**src/core/adc_sel_defs.svh**
```systemverilog
// Register map, field positions, reset values and timing of the channel select block
`ifndef ADC_SEL_DEFS_SVH
`define ADC_SEL_DEFS_SVH

// ----------------------------------------
// Register indices (byte address = 4 * index)
// ----------------------------------------
`define IDX_STATUS 3'h0
`define IDX_MODE 3'h1
`define IDX_CONFIG 3'h2
`define IDX_RESULT 3'h3
`define IDX_IRQ_STATUS 3'h4
`define IDX_IRQ_MASK 3'h5

// ----------------------------------------
// Field positions
// ----------------------------------------
`define CFG_NEG_LSB 0
`define CFG_POS_LSB 4
`define CFG_PSEUDO_BIT 8
`define MODE_APPEND_BIT 0
`define STAT_READY_BIT 7
`define IRQ_DONE_BIT 0
`define IRQ_OVERRUN_BIT 1

// ----------------------------------------
// Reset values
// ----------------------------------------
`define RST_CONFIG 9'h000
`define RST_MODE 1'h0
`define RST_RESULT 24'h000000
`define RST_CHAN 4'h0
`define RST_READY_N 1'h1
`define RST_IRQ 2'h0

// ----------------------------------------
// Bus answer timing
// ----------------------------------------
`define APB_WAIT_CYCLES 1

`endif

```
**src/core/adc_sel_pkg.sv**
```systemverilog
// Types used by the channel select block
package adc_sel_pkg;

    typedef logic [3:0] chan_t;
    typedef logic [23:0] result_t;
    typedef logic [1:0] irq_t;

    typedef enum logic [1:0] {
        NEG_FROM_CODE = 2'b00,
        NEG_FROM_COMMON = 2'b01
    } neg_src_e;

endpackage

```
**src/core/adc_channel_select.sv**
```systemverilog
// Channel enable decode, conversion result register and APB slave
`timescale 1ns/100ps
`include "adc_sel_defs.svh"

module adc_channel_select (
    // Clock and reset
    input wire logic CLOCK,
    input wire logic RST_N,
    // APB slave
    input wire logic PSEL,
    input wire logic PENABLE,
    input wire logic PWRITE,
    input wire logic [7:0] PADDR,
    input wire logic [31:0] PWDATA,
    output logic [31:0] PRDATA,
    output logic PREADY,
    output logic PSLVERR,
    // Converter core
    input wire logic CONV_DONE,
    input wire logic [23:0] CONV_RESULT,
    // Analog multiplexer control
    output logic [3:0] POS_MUX_SEL,
    output logic [3:0] NEG_MUX_SEL,
    output logic NEG_COMMON,
    // Result indication and interrupt
    output logic RESULT_READY_N,
    output logic IRQ
);

    // ----------------------------------------
    // Declarations
    // ----------------------------------------
    logic [8:0] config_reg;
    logic [8:0] next_config_reg;
    logic append_status_enable;
    logic next_append_status_enable;
    adc_sel_pkg::result_t conversion_result;
    adc_sel_pkg::result_t next_conversion_result;
    adc_sel_pkg::chan_t result_channel_code;
    adc_sel_pkg::chan_t next_result_channel_code;
    logic ready_n;
    logic next_ready_n;
    adc_sel_pkg::irq_t irq_status;
    adc_sel_pkg::irq_t next_irq_status;
    adc_sel_pkg::irq_t irq_mask;
    adc_sel_pkg::irq_t next_irq_mask;
    logic [3:0] pos_sel;
    logic [3:0] next_pos_sel;
    logic [3:0] neg_sel;
    logic [3:0] next_neg_sel;
    logic neg_common;
    logic next_neg_common;
    adc_sel_pkg::neg_src_e neg_src;
    logic [31:0] prdata;
    logic [31:0] next_prdata;
    logic pready;
    logic next_pready;
    logic pslverr;
    logic next_pslverr;
    logic irq;
    logic next_irq;
    logic [2:0] reg_index;
    logic addr_mapped;
    logic access_done;
    logic wr_done;
    logic rd_done;
    logic [7:0] status_byte;
    logic [31:0] read_word;

    // ----------------------------------------
    // Bus decode
    // ----------------------------------------
    assign reg_index = PADDR[4:2];
    assign addr_mapped = (PADDR[1:0] == 2'h0) && (PADDR[7:5] == 3'h0)
        && (reg_index <= `IDX_IRQ_MASK);
    // A transfer completes only at the edge that samples PREADY high
    assign access_done = PSEL && PENABLE && pready;
    assign wr_done = access_done && PWRITE && addr_mapped;
    assign rd_done = access_done && !PWRITE && addr_mapped;

    // Status byte: ready flag on top, channel code in the low nibble
    always_comb begin
        status_byte = 8'h00;
        status_byte[`STAT_READY_BIT] = ready_n;
        status_byte[3:0] = result_channel_code;
    end

    always_comb begin
        read_word = 32'h00000000;
        unique case (reg_index)
            `IDX_STATUS: begin
                read_word = {24'h000000, status_byte};
            end
            `IDX_MODE: begin
                read_word[`MODE_APPEND_BIT] = append_status_enable;
            end
            `IDX_CONFIG: begin
                read_word = {23'h000000, config_reg};
            end
            `IDX_RESULT: begin
                // With append set, result in the top 24 bits, status byte last, so a
                // word read is the 32-bit serial frame order
                if (append_status_enable) begin
                    read_word = {conversion_result, status_byte};
                end else begin
                    read_word = {8'h00, conversion_result};
                end
            end
            `IDX_IRQ_STATUS: begin
                read_word = {30'h00000000, irq_status};
            end
            `IDX_IRQ_MASK: begin
                read_word = {30'h00000000, irq_mask};
            end
            default: begin
                read_word = 32'h00000000;
            end
        endcase
    end

    // ----------------------------------------
    // APB answer
    // ----------------------------------------
    // One wait state keeps PRDATA and PREADY straight from flip-flops
    always_comb begin
        next_pready = PSEL && PENABLE && !pready;
        next_pslverr = 1'b0;
        next_prdata = 32'h00000000;
        if (PSEL && PENABLE && !pready) begin
            next_pslverr = !addr_mapped;
            if (!PWRITE && addr_mapped) begin
                next_prdata = read_word;
            end
        end
    end

    always_ff @(posedge CLOCK or negedge RST_N) begin
        if (!RST_N) begin
            pready <= 1'b0;
            pslverr <= 1'b0;
            prdata <= 32'h00000000;
        end else begin
            pready <= next_pready;
            pslverr <= next_pslverr;
            prdata <= next_prdata;
        end
    end

    // ----------------------------------------
    // Configuration and mode registers
    // ----------------------------------------
    always_comb begin
        next_config_reg = config_reg;
        next_append_status_enable = append_status_enable;
        next_irq_mask = irq_mask;
        if (wr_done) begin
            unique case (reg_index)
                `IDX_CONFIG: begin
                    next_config_reg = PWDATA[8:0];
                end
                `IDX_MODE: begin
                    next_append_status_enable = PWDATA[`MODE_APPEND_BIT];
                end
                `IDX_IRQ_MASK: begin
                    next_irq_mask = PWDATA[1:0];
                end
                default: begin
                    next_config_reg = config_reg;
                end
            endcase
        end
    end

    always_ff @(posedge CLOCK or negedge RST_N) begin
        if (!RST_N) begin
            config_reg <= `RST_CONFIG;
            append_status_enable <= `RST_MODE;
            irq_mask <= `RST_IRQ;
        end else begin
            config_reg <= next_config_reg;
            append_status_enable <= next_append_status_enable;
            irq_mask <= next_irq_mask;
        end
    end

    // ----------------------------------------
    // Multiplexer decode
    // ----------------------------------------
    assign neg_src = config_reg[`CFG_PSEUDO_BIT]
        ? adc_sel_pkg::NEG_FROM_COMMON : adc_sel_pkg::NEG_FROM_CODE;

    // Select code n drives analog input n+1 on each side
    always_comb begin
        next_pos_sel = config_reg[`CFG_POS_LSB +: 4];
        next_neg_sel = 4'h0;
        next_neg_common = 1'b0;
        unique case (neg_src)
            adc_sel_pkg::NEG_FROM_CODE: begin
                next_neg_sel = config_reg[`CFG_NEG_LSB +: 4];
            end
            adc_sel_pkg::NEG_FROM_COMMON: begin
                // Lower code ignored; selector parked at zero
                next_neg_common = 1'b1;
            end
        endcase
    end

    always_ff @(posedge CLOCK or negedge RST_N) begin
        if (!RST_N) begin
            pos_sel <= 4'h0;
            neg_sel <= 4'h0;
            neg_common <= 1'b0;
        end else begin
            pos_sel <= next_pos_sel;
            neg_sel <= next_neg_sel;
            neg_common <= next_neg_common;
        end
    end

    // ----------------------------------------
    // Result register and ready flag
    // ----------------------------------------
    // Channel code is taken from the mux setting in force for the
    // conversion, not the one written afterwards
    always_comb begin
        next_conversion_result = conversion_result;
        next_result_channel_code = result_channel_code;
        next_ready_n = ready_n;
        if (rd_done && (reg_index == `IDX_RESULT)) begin
            next_ready_n = 1'b1;
        end
        // New result wins over a read finishing in the same cycle
        if (CONV_DONE) begin
            next_conversion_result = CONV_RESULT;
            next_result_channel_code = pos_sel;
            next_ready_n = 1'b0;
        end
    end

    always_ff @(posedge CLOCK or negedge RST_N) begin
        if (!RST_N) begin
            conversion_result <= `RST_RESULT;
            result_channel_code <= `RST_CHAN;
            ready_n <= `RST_READY_N;
        end else begin
            conversion_result <= next_conversion_result;
            result_channel_code <= next_result_channel_code;
            ready_n <= next_ready_n;
        end
    end

    // ----------------------------------------
    // Interrupts
    // ----------------------------------------
    // Overrun: a result arrives while the previous one is unread
    always_comb begin
        next_irq_status = irq_status;
        if (wr_done && (reg_index == `IDX_IRQ_STATUS)) begin
            next_irq_status = irq_status & ~PWDATA[1:0];
        end
        if (CONV_DONE) begin
            next_irq_status[`IRQ_DONE_BIT] = 1'b1;
            if (!ready_n) begin
                next_irq_status[`IRQ_OVERRUN_BIT] = 1'b1;
            end
        end
        next_irq = |(next_irq_status & irq_mask);
    end

    always_ff @(posedge CLOCK or negedge RST_N) begin
        if (!RST_N) begin
            irq_status <= `RST_IRQ;
            irq <= 1'b0;
        end else begin
            irq_status <= next_irq_status;
            irq <= next_irq;
        end
    end

    // ----------------------------------------
    // Outputs
    // ----------------------------------------
    assign PRDATA = prdata;
    assign PREADY = pready;
    assign PSLVERR = pslverr;
    assign POS_MUX_SEL = pos_sel;
    assign NEG_MUX_SEL = neg_sel;
    assign NEG_COMMON = neg_common;
    assign RESULT_READY_N = ready_n;
    assign IRQ = irq;

endmodule

```
**config.mk**
```make
export PLATFORM = sky130hd
export DESIGN_NAME = adc_channel_select
export DESIGN_NICKNAME = d
export VERILOG_FILES = /design/src/core/adc_sel_pkg.sv /design/src/core/adc_channel_select.sv
export VERILOG_INCLUDE_DIRS = /design/src /design/src/core
export SDC_FILE = /design/constraint.sdc
export NUM_CORES = 1
export LEC_CHECK = 0
export CORE_MARGIN = 4
export CORE_UTILIZATION = 40
export CTS_CLUSTER_DIAMETER = 40
export CTS_CLUSTER_SIZE = 14
export DETAILED_ROUTE_END_ITERATION = 6
export DONT_BUFFER_PORTS = 1
export GPL_TIMING_DRIVEN = 0
export PLACE_DENSITY = 0.51
export SETUP_SLACK_MARGIN = 0.15
export SYNTH_ARGS = -nofsm -noshare
export SYNTH_HDL_FRONTEND = slang
export SYNTH_SLANG_ARGS = --single-unit
```
**constraint.sdc**
```tcl
create_clock -name CLOCK -period 2.8 [get_ports CLOCK]
set_input_delay 0.56 -clock CLOCK [delete_from_list [all_inputs] [get_ports CLOCK]]
set_output_delay 0.56 -clock CLOCK [all_outputs]
set_load 0.05 [all_outputs]
```
== After elaboration in Yosys (flattened, before gate mapping) ==
Index checks and enable logic that the tools add are counted.

* Register bits: 87
* Bits of input ports: 70
* Output and inout bits: 45

* $lt $le $gt $ge: 1
* Equality and inequality tests: 6
* Muxes and demuxes: 14
* Bitwise logic cells: 3
* Reductions and logical operators: 24

{| class="wikitable"
|+ Operator list
! kind !! number
|-
| case mux 31 bit (5 select lines) || 1
|-
| two-way mux 32 bit || 3
|-
| logical AND 1 bit || 12
|-
| == test 3 x 2 -> 1 bit, second input constant || 2
|-
| == test 3 bit, second input constant || 2
|-
| zero test 3 bit || 2
|-
| two-way mux 1 bit || 6
|-
| case mux 1 bit (6 select lines) || 1
|-
| AND reduction 2 bit || 3
|-
| bitwise AND 2 bit || 2
|-
| zero test 2 bit || 2
|-
| two-way mux 2 bit || 2
|-
| two-way mux 4 bit || 1
|-
| == test 3 x 1 -> 1 bit, second input constant || 1
|-
| <= comparator 3 bit, second input constant || 1
|-
| zero test 1 bit || 3
|-
| NOT 2 bit || 1
|-
| nonzero test 2 bit || 1
|-
| OR reduction 2 bit || 1
|-
| == test 1 bit, second input constant || 1
|}

== Logic depth before layout (Yosys ltp) ==
Gate-level depths: netlist (run 1).

* Word-level depth: 10
* Gate-level depth with buffers: 7
* Gate-level depth less buffers: 5

== Worst setup path before layout (run 1) ==
Ideal clock, no wire load.

* Path kind: input port to flip-flop
* Start point: input PADDR[3]
* End point: register config_reg[0]
* Library setup time: 0.125 ns
* Arrival: 1.942 ns
* Data required time: 2.675 ns
* Path slack: 0.733 ns
* Cell stages on the path: 6
* Path through: ha_1 > nor2_1 > nand2_2 > or4_1 > buf_6 > mux2_4

* Cells in the longest elaborated chain, start to end: 4
* Elaborated cells on any way between the ends: 5
* Classes of those cells: 1 x order compare; 1 x eq/ne; 3 x reduce/logical

{| class="wikitable"
|+ Ends and longest elaborated chain
! what !! RTL line !! source
|-
| start, declared || adc_channel_select.sv:13 || <nowiki>input wire logic [7:0] PADDR,</nowiki>
|-
| <= comparator 3 bit (no line) || - ||
|-
| logical AND 1 bit || adc_channel_select.sv:74 || <nowiki>assign addr_mapped = (PADDR[1:0] == 2'h0) && (PADDR[7:5] == 3'h0)</nowiki>
|-
| logical AND 1 bit || adc_channel_select.sv:78 || <nowiki>assign wr_done = access_done && PWRITE && addr_mapped;</nowiki>
|-
| AND reduction 2 bit (no line) * || - ||
|-
| end signal, assigned || adc_channel_select.sv:176 || <nowiki>config_reg <= `RST_CONFIG;</nowiki>
|-
| end signal, assigned || adc_channel_select.sv:180 || <nowiki>config_reg <= next_config_reg;</nowiki>
|-
| end, declared || adc_channel_select.sv:33 || <nowiki>logic [8:0] config_reg;</nowiki>
|}

Mark *: on every way between the ends. The rest lies on a longest branch, timed or not.
A chain may end at the register's enable or synchronous reset.

== Final worst setup path (run 1) ==
* Start point: register pready (netlist: PREADY)
* End point: register prdata[30] (netlist: PRDATA[30])

* Cells in the longest elaborated chain, start to end: 3

{| class="wikitable"
|+ Ends and longest elaborated chain
! what !! RTL line !! source
|-
| start, declared || adc_channel_select.sv:56 || <nowiki>logic pready;</nowiki>
|-
| start signal, assigned || adc_channel_select.sv:143 || <nowiki>pready <= next_pready;</nowiki>
|-
| zero test 1 bit || adc_channel_select.sv:129 || <nowiki>if (PSEL && PENABLE && !pready) begin</nowiki>
|-
| logical AND 1 bit || adc_channel_select.sv:129 ||
|-
| two-way mux 32 bit || adc_channel_select.sv:129 ||
|-
| net next_prdata[30] || adc_channel_select.sv:55 || <nowiki>logic [31:0] next_prdata;</nowiki>
|-
| end signal, assigned || adc_channel_select.sv:145 || <nowiki>prdata <= next_prdata;</nowiki>
|-
| end, declared || adc_channel_select.sv:54 || <nowiki>logic [31:0] prdata;</nowiki>
|}

The timed path passes the listed nets, and every way through them passes these cells.

==> reports/metrics.yaml, run 1 <==
dr_total_vias: 2025
nets: 344
largest_register_ffs: 32
syn_area_per_cell_um2: 13.53
dp_hpwl_um: 5574
final_layout_size_suffix_gt1_share_pct: 24.82
synth_nets: 332
synthFlopType: "dfrtp_1"
worst_hold_path_type: "primary input to async pin"
dpl.cell_count: 369
cts_root_buffer: "clkbuf_8"
grt_usage_pct: 16.16
crit_type: "flop to flop"
cts_tree: "yes"
crit_family: "simple AND/OR/NAND/NOR gates"
fin_cells: 386
post_dp_cell_area_mm2: 0.003667
h-tree-depth: 3
slew-limit-headroom_pct: 47.98
chipWidth_um: 102.0
utilization_pct: 45.26
r2r_start: "PREADY"
antennaDiodeCount: 0
drtAntennaViolNets: 0
multi_input_area_mm2: 0.001275
clkLatencyLatePin_ns: 0.35
grt_pass1_vias: 2173
crit_chain: "nor4bb_1 -> o2111ai_1 -> nor2_1 -> and3_1"
setup_tns_ns: 0
status: "finished clean"
worst_pin_slew_ns: 0.7804
post_cts_buffers: 0
synthToLayoutAreaGrowth_pct: 10.66
overflow: 0
ff_latch_area_mm2: 0.002178
cp_slowest_stage_delay_ns: 0.63
synth_area_leaders: "dfrtp_1, mux2_2, mux2i_1"
fillers: 812
ys.warnings.count: 0
holdBufCountCts: 1
gp_congestion: 0.8547
maxSlewViolCount: 0
r2r_setup_slack_ns: 0.48
p_per_area_mw_per_mm2: 613.3
synth_common_cells: "dfrtp_1, mux2_2, nor2_1, mux2i_1, nor2b_1"
final_area_mm2: 0.003909
ys_seq_area_share_pct: 61.67
die_y_um: 102.0
yosys.area.top_type_share_pct: 60.93
fp.dieArea_mm2: 0.01040
synthArstFlopShare_pct: 100.0
numCtsBuffers: 9
post-route-drc-count: 0
slowest_stage: "nor2_1"
irDropWorstVdd_uv: 245.2
synth_edf_count: 0
finClkSkew_ns: 0.01192
endpoint_kind: "flop"
start_util_pct: 40.90
synth.distinct_cells: 42
rr_worst_depth: 4
ios: 115
worstPathRequired_ns: 3.09
clk_pin_slew_ns: 0.10
critical_path.startpoint: "PREADY"
cts_sinks: 87
rsz0062_at_grt: "false"
cp.buffers_inverters: 0
synth.largest_area_cell: "dfrtp_1"
fmax_mhz: 430.9
rows: 34
wl_per_cell_um: 20.41
period_minus_slack_ns: 2.321
drt-vias-per-instance: 5.246
leakagePower_nw: 1.775
critPathLaunchType: "flop"
syn_area_mm2: 0.003532
portBuffers: 0
grt_pass1_wl_um: 12420
r2r-end: "PRDATA[30]"
max_cap_viol_count: 0
antenna_found_initial: 0
synth_cells: 261
grt_max_degree: 87
setup_viol: 0
cts_buffer_depth: 2
core_area_mm2: 0.008636
totalWireLength_um: 7877
post-route-period-util_pct: 82.88
synth_seq_cells: 87
drt-pass1-iter-count: 4
synth.most_common_cell: "dfrtp_1"
arrival_ns: 2.61
drtIter0Drc: 41
finalHoldViolCount: 0
ctsResizeCount: 0
crit_fanout: 8
[cell families (layout without fill, tap and decap cells)]
group	Yosys count	in the layout	synth area share (%)
compound gates	21	21	4.393
fa+ha+maj	1	1	0.3542
buf+inv	16	33	2.231
flops	87	87	61.67
mux	61	61	19.66
simple gates	75	75	11.69
[routing by layer]
layer | share of wire, % | vias to the layer above | track usage, %
li1 | - | 946 | -
met2 | 47 | 63 | 24.34
met3 | 7.5 | 4 | 5.939
met1 | 45 | 1012 | 21.84
met4 | 0.62 | 0 | 5.146
met5 | 0 | - | 0
[per-stage QoR]
stage               setup slack [ns]  hold slack (ns)  power (mW)
global route                  0.2962          0.02066       2.510
finish                        0.4793          0.05194       2.397
CTS                           0.5066          0.02376       2.437
global placement              0.4987           0.2668       1.464
detailed placement            0.4769           0.2670       1.467
floorplan                     0.7330           0.2644       1.437
[final cells by class]
class                      count  share of cell area, %
buffer                        13                  1.729
clock buffer                  10                  3.521
clock inverter                 6                  1.953
inverter                       3                 0.2881
multi-input combinational    158                  32.62
sequential                    87                  55.73
tap                          108                  3.457
timing repair buffer           1                 0.7042
[layout by cell type (no fill, tap or decap), types with 3 or more instances in the layout]
cell type  synthesis  routed
mux2_2            31      31
nor2_1            26      26
or2_2              4       4
a21oi_1            7       7
clkbuf_8           0      10
buf_1              4       4
buf_2              3       3
and3_1             8       8
nand2_1            6       6
mux2_4             9       9
nor2b_1           11      11
mux2i_1           21      21
dfrtp_1           86      86
nor3_1             3       3
clkbuf_1           4       4
inv_1              3       3
[how the worst max path moves through the flow]
stage                          to  slack (ns)  cells past startpoint
global placement       PRDATA[17]        0.50                      7
finish                 PRDATA[30]        0.48                      4
global route           PRDATA[20]        0.30                      6
floorplan           config_reg[0]        0.73                      6
detailed placement     PRDATA[17]        0.48                      7
CTS                    PRDATA[16]        0.51                      6
[report_power, final]
| group | switching [mW] | internal, mW |
|---|---|---|
| logic | 0.0720 | 0.0646 |
| clock network | 0.477 | 0.453 |
| registers | 0.0375 | 1.29 |
No activity file was read; power rests on OpenSTA's default activity.
==> inputs of run 2 (changes only) <==
--- a/config.mk
+++ b/config.mk
@@ -6,6 +6,7 @@
 export SDC_FILE = /design/constraint.sdc
 export NUM_CORES = 1
 export LEC_CHECK = 0
+export ABC_AREA = 1
 export CORE_MARGIN = 4
 export CORE_UTILIZATION = 40
 export CTS_CLUSTER_DIAMETER = 40
@@ -13,7 +14,7 @@
 export DETAILED_ROUTE_END_ITERATION = 6
 export DONT_BUFFER_PORTS = 1
 export GPL_TIMING_DRIVEN = 0
-export PLACE_DENSITY = 0.51
+export PLACE_DENSITY = 0.53
 export SETUP_SLACK_MARGIN = 0.15
 export SYNTH_ARGS = -nofsm -noshare
 export SYNTH_HDL_FRONTEND = slang
==> constraint.sdc (replaced) <==
create_clock -name CLOCK -period 1.9 [get_ports CLOCK]
set_input_delay 0.38 -clock CLOCK [delete_from_list [all_inputs] [get_ports CLOCK]]
set_output_delay 0.38 -clock CLOCK [all_outputs]
set_load 0.05 [all_outputs]
==> run 2 against run 1 <==
  * Worst hold slack lost 0.32 ns
  * First-iteration DRC count grew to 2.6 times the previous value
  * Flip-flop and latch count unchanged
  * Synthesized cell count rose by 49%
  * Clock power rose by 33%
  * Global-route usage grew 1.4 points
  * Non-clock buffer count is the same
  * The run now ends with hold timing left
  * Core utilization fell by 0.28 points
  * Sequential power up 46%
  * Final area decreased by 0.61%
  * Fmax up 45%
==> reports/metrics.yaml, run 2 <==
fmax_mhz: 626.2
synthArstFlopShare_pct: 100.0
crit_fanout: 10
drt-met1-wl_um: 3709
portBuffers: 0
cts_root_buffer: "clkbuf_8"
die_y_um: 101.9
drt-pass1-iter-count: 4
drtIter0Drc: 107
grt_max_degree: 88
fillers: 855
syn_area_mm2: 0.003528
post-route-drc-count: 0
synth.largest_area_cell: "dfrtp_1"
overflow: 0
nets: 473
clkLatencyLatePin_ns: 0.34
fp.dieArea_mm2: 0.01039
drtAntennaViolNets: 0
final_layout_size_suffix_gt1_share_pct: 8.642
synth.most_common_cell: "nand2_1"
start_util_pct: 40.86
wl_per_cell_um: 16.64
slew-limit-headroom_pct: 60.58
synth.distinct_cells: 23
r2r_start: "PREADY"
arrival_ns: 1.82
worst_hold_path_type: "primary input to async pin"
p_per_area_mw_per_mm2: 861.1
mostFrequentLayoutCells: "nand2_1, dfrtp_1, nor2_1"
synth_edf_count: 0
gp_congestion: 0.7915
rr_worst_depth: 6
critPathLaunchType: "flop"
maxSlewViolCount: 0
synth_common_cells: "nand2_1, dfrtp_1, nor2_1, o21ai_0, inv_1"
power_mw: 3.345
finClkSkew_ns: 0.007238
cts_tree: "yes"
setup_tns_ns: 0
clk_pin_slew_ns: 0.08
worst_hold_slack_ns: -0.2729
final_common_cell: "nand2_1"
synth_cells: 390
synthFlopType: "dfrtp_1"
synth_area_leaders: "dfrtp_1, nand2_1, o21ai_0"
dp_hpwl_um: 6130
drt-vias-per-instance: 4.971
h-tree-depth: 3
leakagePower_nw: 1.911
finalHoldViolCount: 87
endpoint_kind: "flop"
cts_sinks: 87
crit_type: "flop to flop"
status: "complete, but fails checks"
core_area_mm2: 0.008636
critical_path.startpoint: "PREADY"
worst_pin_slew_ns: 0.5914
antenna_found_initial: 0
worstPathRequired_ns: 2.12
synth_seq_cells: 87
endpoint: "config_reg[1]"
ys.warnings.count: 0
period_minus_slack_ns: 1.597
totalWireLength_um: 8538
synthToLayoutAreaGrowth_pct: 10.11
r2r-end: "config_reg[1]"
top_layer_used: "met4"
dr_wl_met2_um: 4047
grt_pass1_vias: 2621
syn_area_per_cell_um2: 9.047
irDropWorstVdd_uv: 352.4
post-route-period-util_pct: 84.05
dr_total_vias: 2550
cts_buffer_depth: 2
dr_wl_met3_um: 615
grt_usage_pct: 17.58
numCtsBuffers: 9
max_cap_viol_count: 0
synth_nets: 461
grt_pass1_wl_um: 13750
ys_seq_area_share_pct: 61.74
chipWidth_um: 101.9
yosys.area.top_type_share_pct: 60.99
r2r_setup_slack_ns: 0.30
rsz0062_at_grt: "true"
setup_viol: 0
ff_latch_area_mm2: 0.002180
antennaDiodeCount: 0
violations: "hold timing"
ios: 115
rows: 34
multi_input_area_mm2: 0.001106
largest_register_ffs: 32
## run 2: changes by cell type after synthesis, moves of 8 or more
cell | before | now
nand2_1 | 6 | 88
o21ai_0 | 0 | 52
inv_1 | 3 | 48
mux2_2 | 31 | 0
nor2_1 | 26 | 56
mux2i_1 | 21 | 0
nor2b_1 | 11 | 0
a21oi_1 | 7 | 17
mux2_4 | 9 | 0
and3_1 | 8 | 0
## run 2: cell type report
| type | count | area share (%) |
|---|---|---|
| Sequential cell | 87 | 56.10 |
| Tap cell | 108 | 3.478 |
| Timing Repair Buffer | 1 | 0.5153 |
| Clock inverter | 4 | 1.224 |
| Clock buffer | 10 | 3.543 |
| Multi-Input combinational cell | 239 | 28.47 |
| Buffer | 13 | 1.739 |
| Inverter | 51 | 4.928 |
## run 2: worst min-delay path by stage
stage,startpoint,endpoint,slack [ns],cells after the start
2_1_floorplan,RST_N,IRQ,0.08,0
3_3_place_gp,RST_N,PRDATA[29],0.09,0
3_5_place_dp,RST_N,PRDATA[29],0.09,0
4_1_cts,RST_N,PRDATA[6],-0.29,0
5_1_grt,RST_N,PRDATA[29],-0.30,0
6_report,RST_N,PRDATA[16],-0.27,0
## run 2: stage by stage
stage / util, % / hold slack, ns / worst slack, ns / instances / instance area [um^2]
2_1_floorplan: - / 0.08441 / 0.2739 / 390 / 3528
3_3_place_gp: 42.42 / 0.08666 / 0.01574 / 498 / 3664
3_5_place_dp: 42.42 / 0.08677 / 0.002307 / 498 / 3664
4_1_cts: 44.84 / -0.2922 / 0.2221 / 513 / 3872
5_1_grt: 44.99 / -0.2996 / 0.1494 / 513 / 3885
6_report: 44.99 / -0.2729 / 0.3031 / 513 / 3885
## run 2: timing repair
action	in CTS	in global routing
pin swaps	1	1
setup buffers	1	0
endpoints found under the hold margin	87	87
gates resized for setup	2	4
endpoints found under the setup margin	34	26
## run 2: layer usage
layer	up-vias	track usage (%)
met2	73	27.26
li1	1248	-
met1	1217	23.17
met5	-	0
met4	0	7.064
met3	12	5.324
## run 2: power by group
| group | total (mW) | internal, mW | leakage, nW | switching, mW |
|---|---|---|---|---|
| clock network | 1.24 | 0.625 | 0.0940 | 0.613 |
| registers | 1.94 | 1.90 | 1.08 | 0.0399 |
| logic | 0.166 | 0.0525 | 0.733 | 0.113 |
| total | 3.35 | 2.58 | 1.91 | 0.766 |
## run 2: critical path: stages (launching register included)
cell     delay [ns]
dfrtp_2        0.53
nand3_1        0.18
nor2_2         0.19
nand2_2        0.17
nor2_4         0.19
buf_6          0.15
o21ai_0        0.07
## run 2: kinds of logic after synthesis
logic type / after synthesis / synth area share [%]
AOI/OAI and AO/OA: 71 / 10.18
adders and majority gates: 1 / 0.3546
buffers and inverters: 64 / 7.199
DFF: 87 / 61.74
and+or+nand+nor: 167 / 20.53
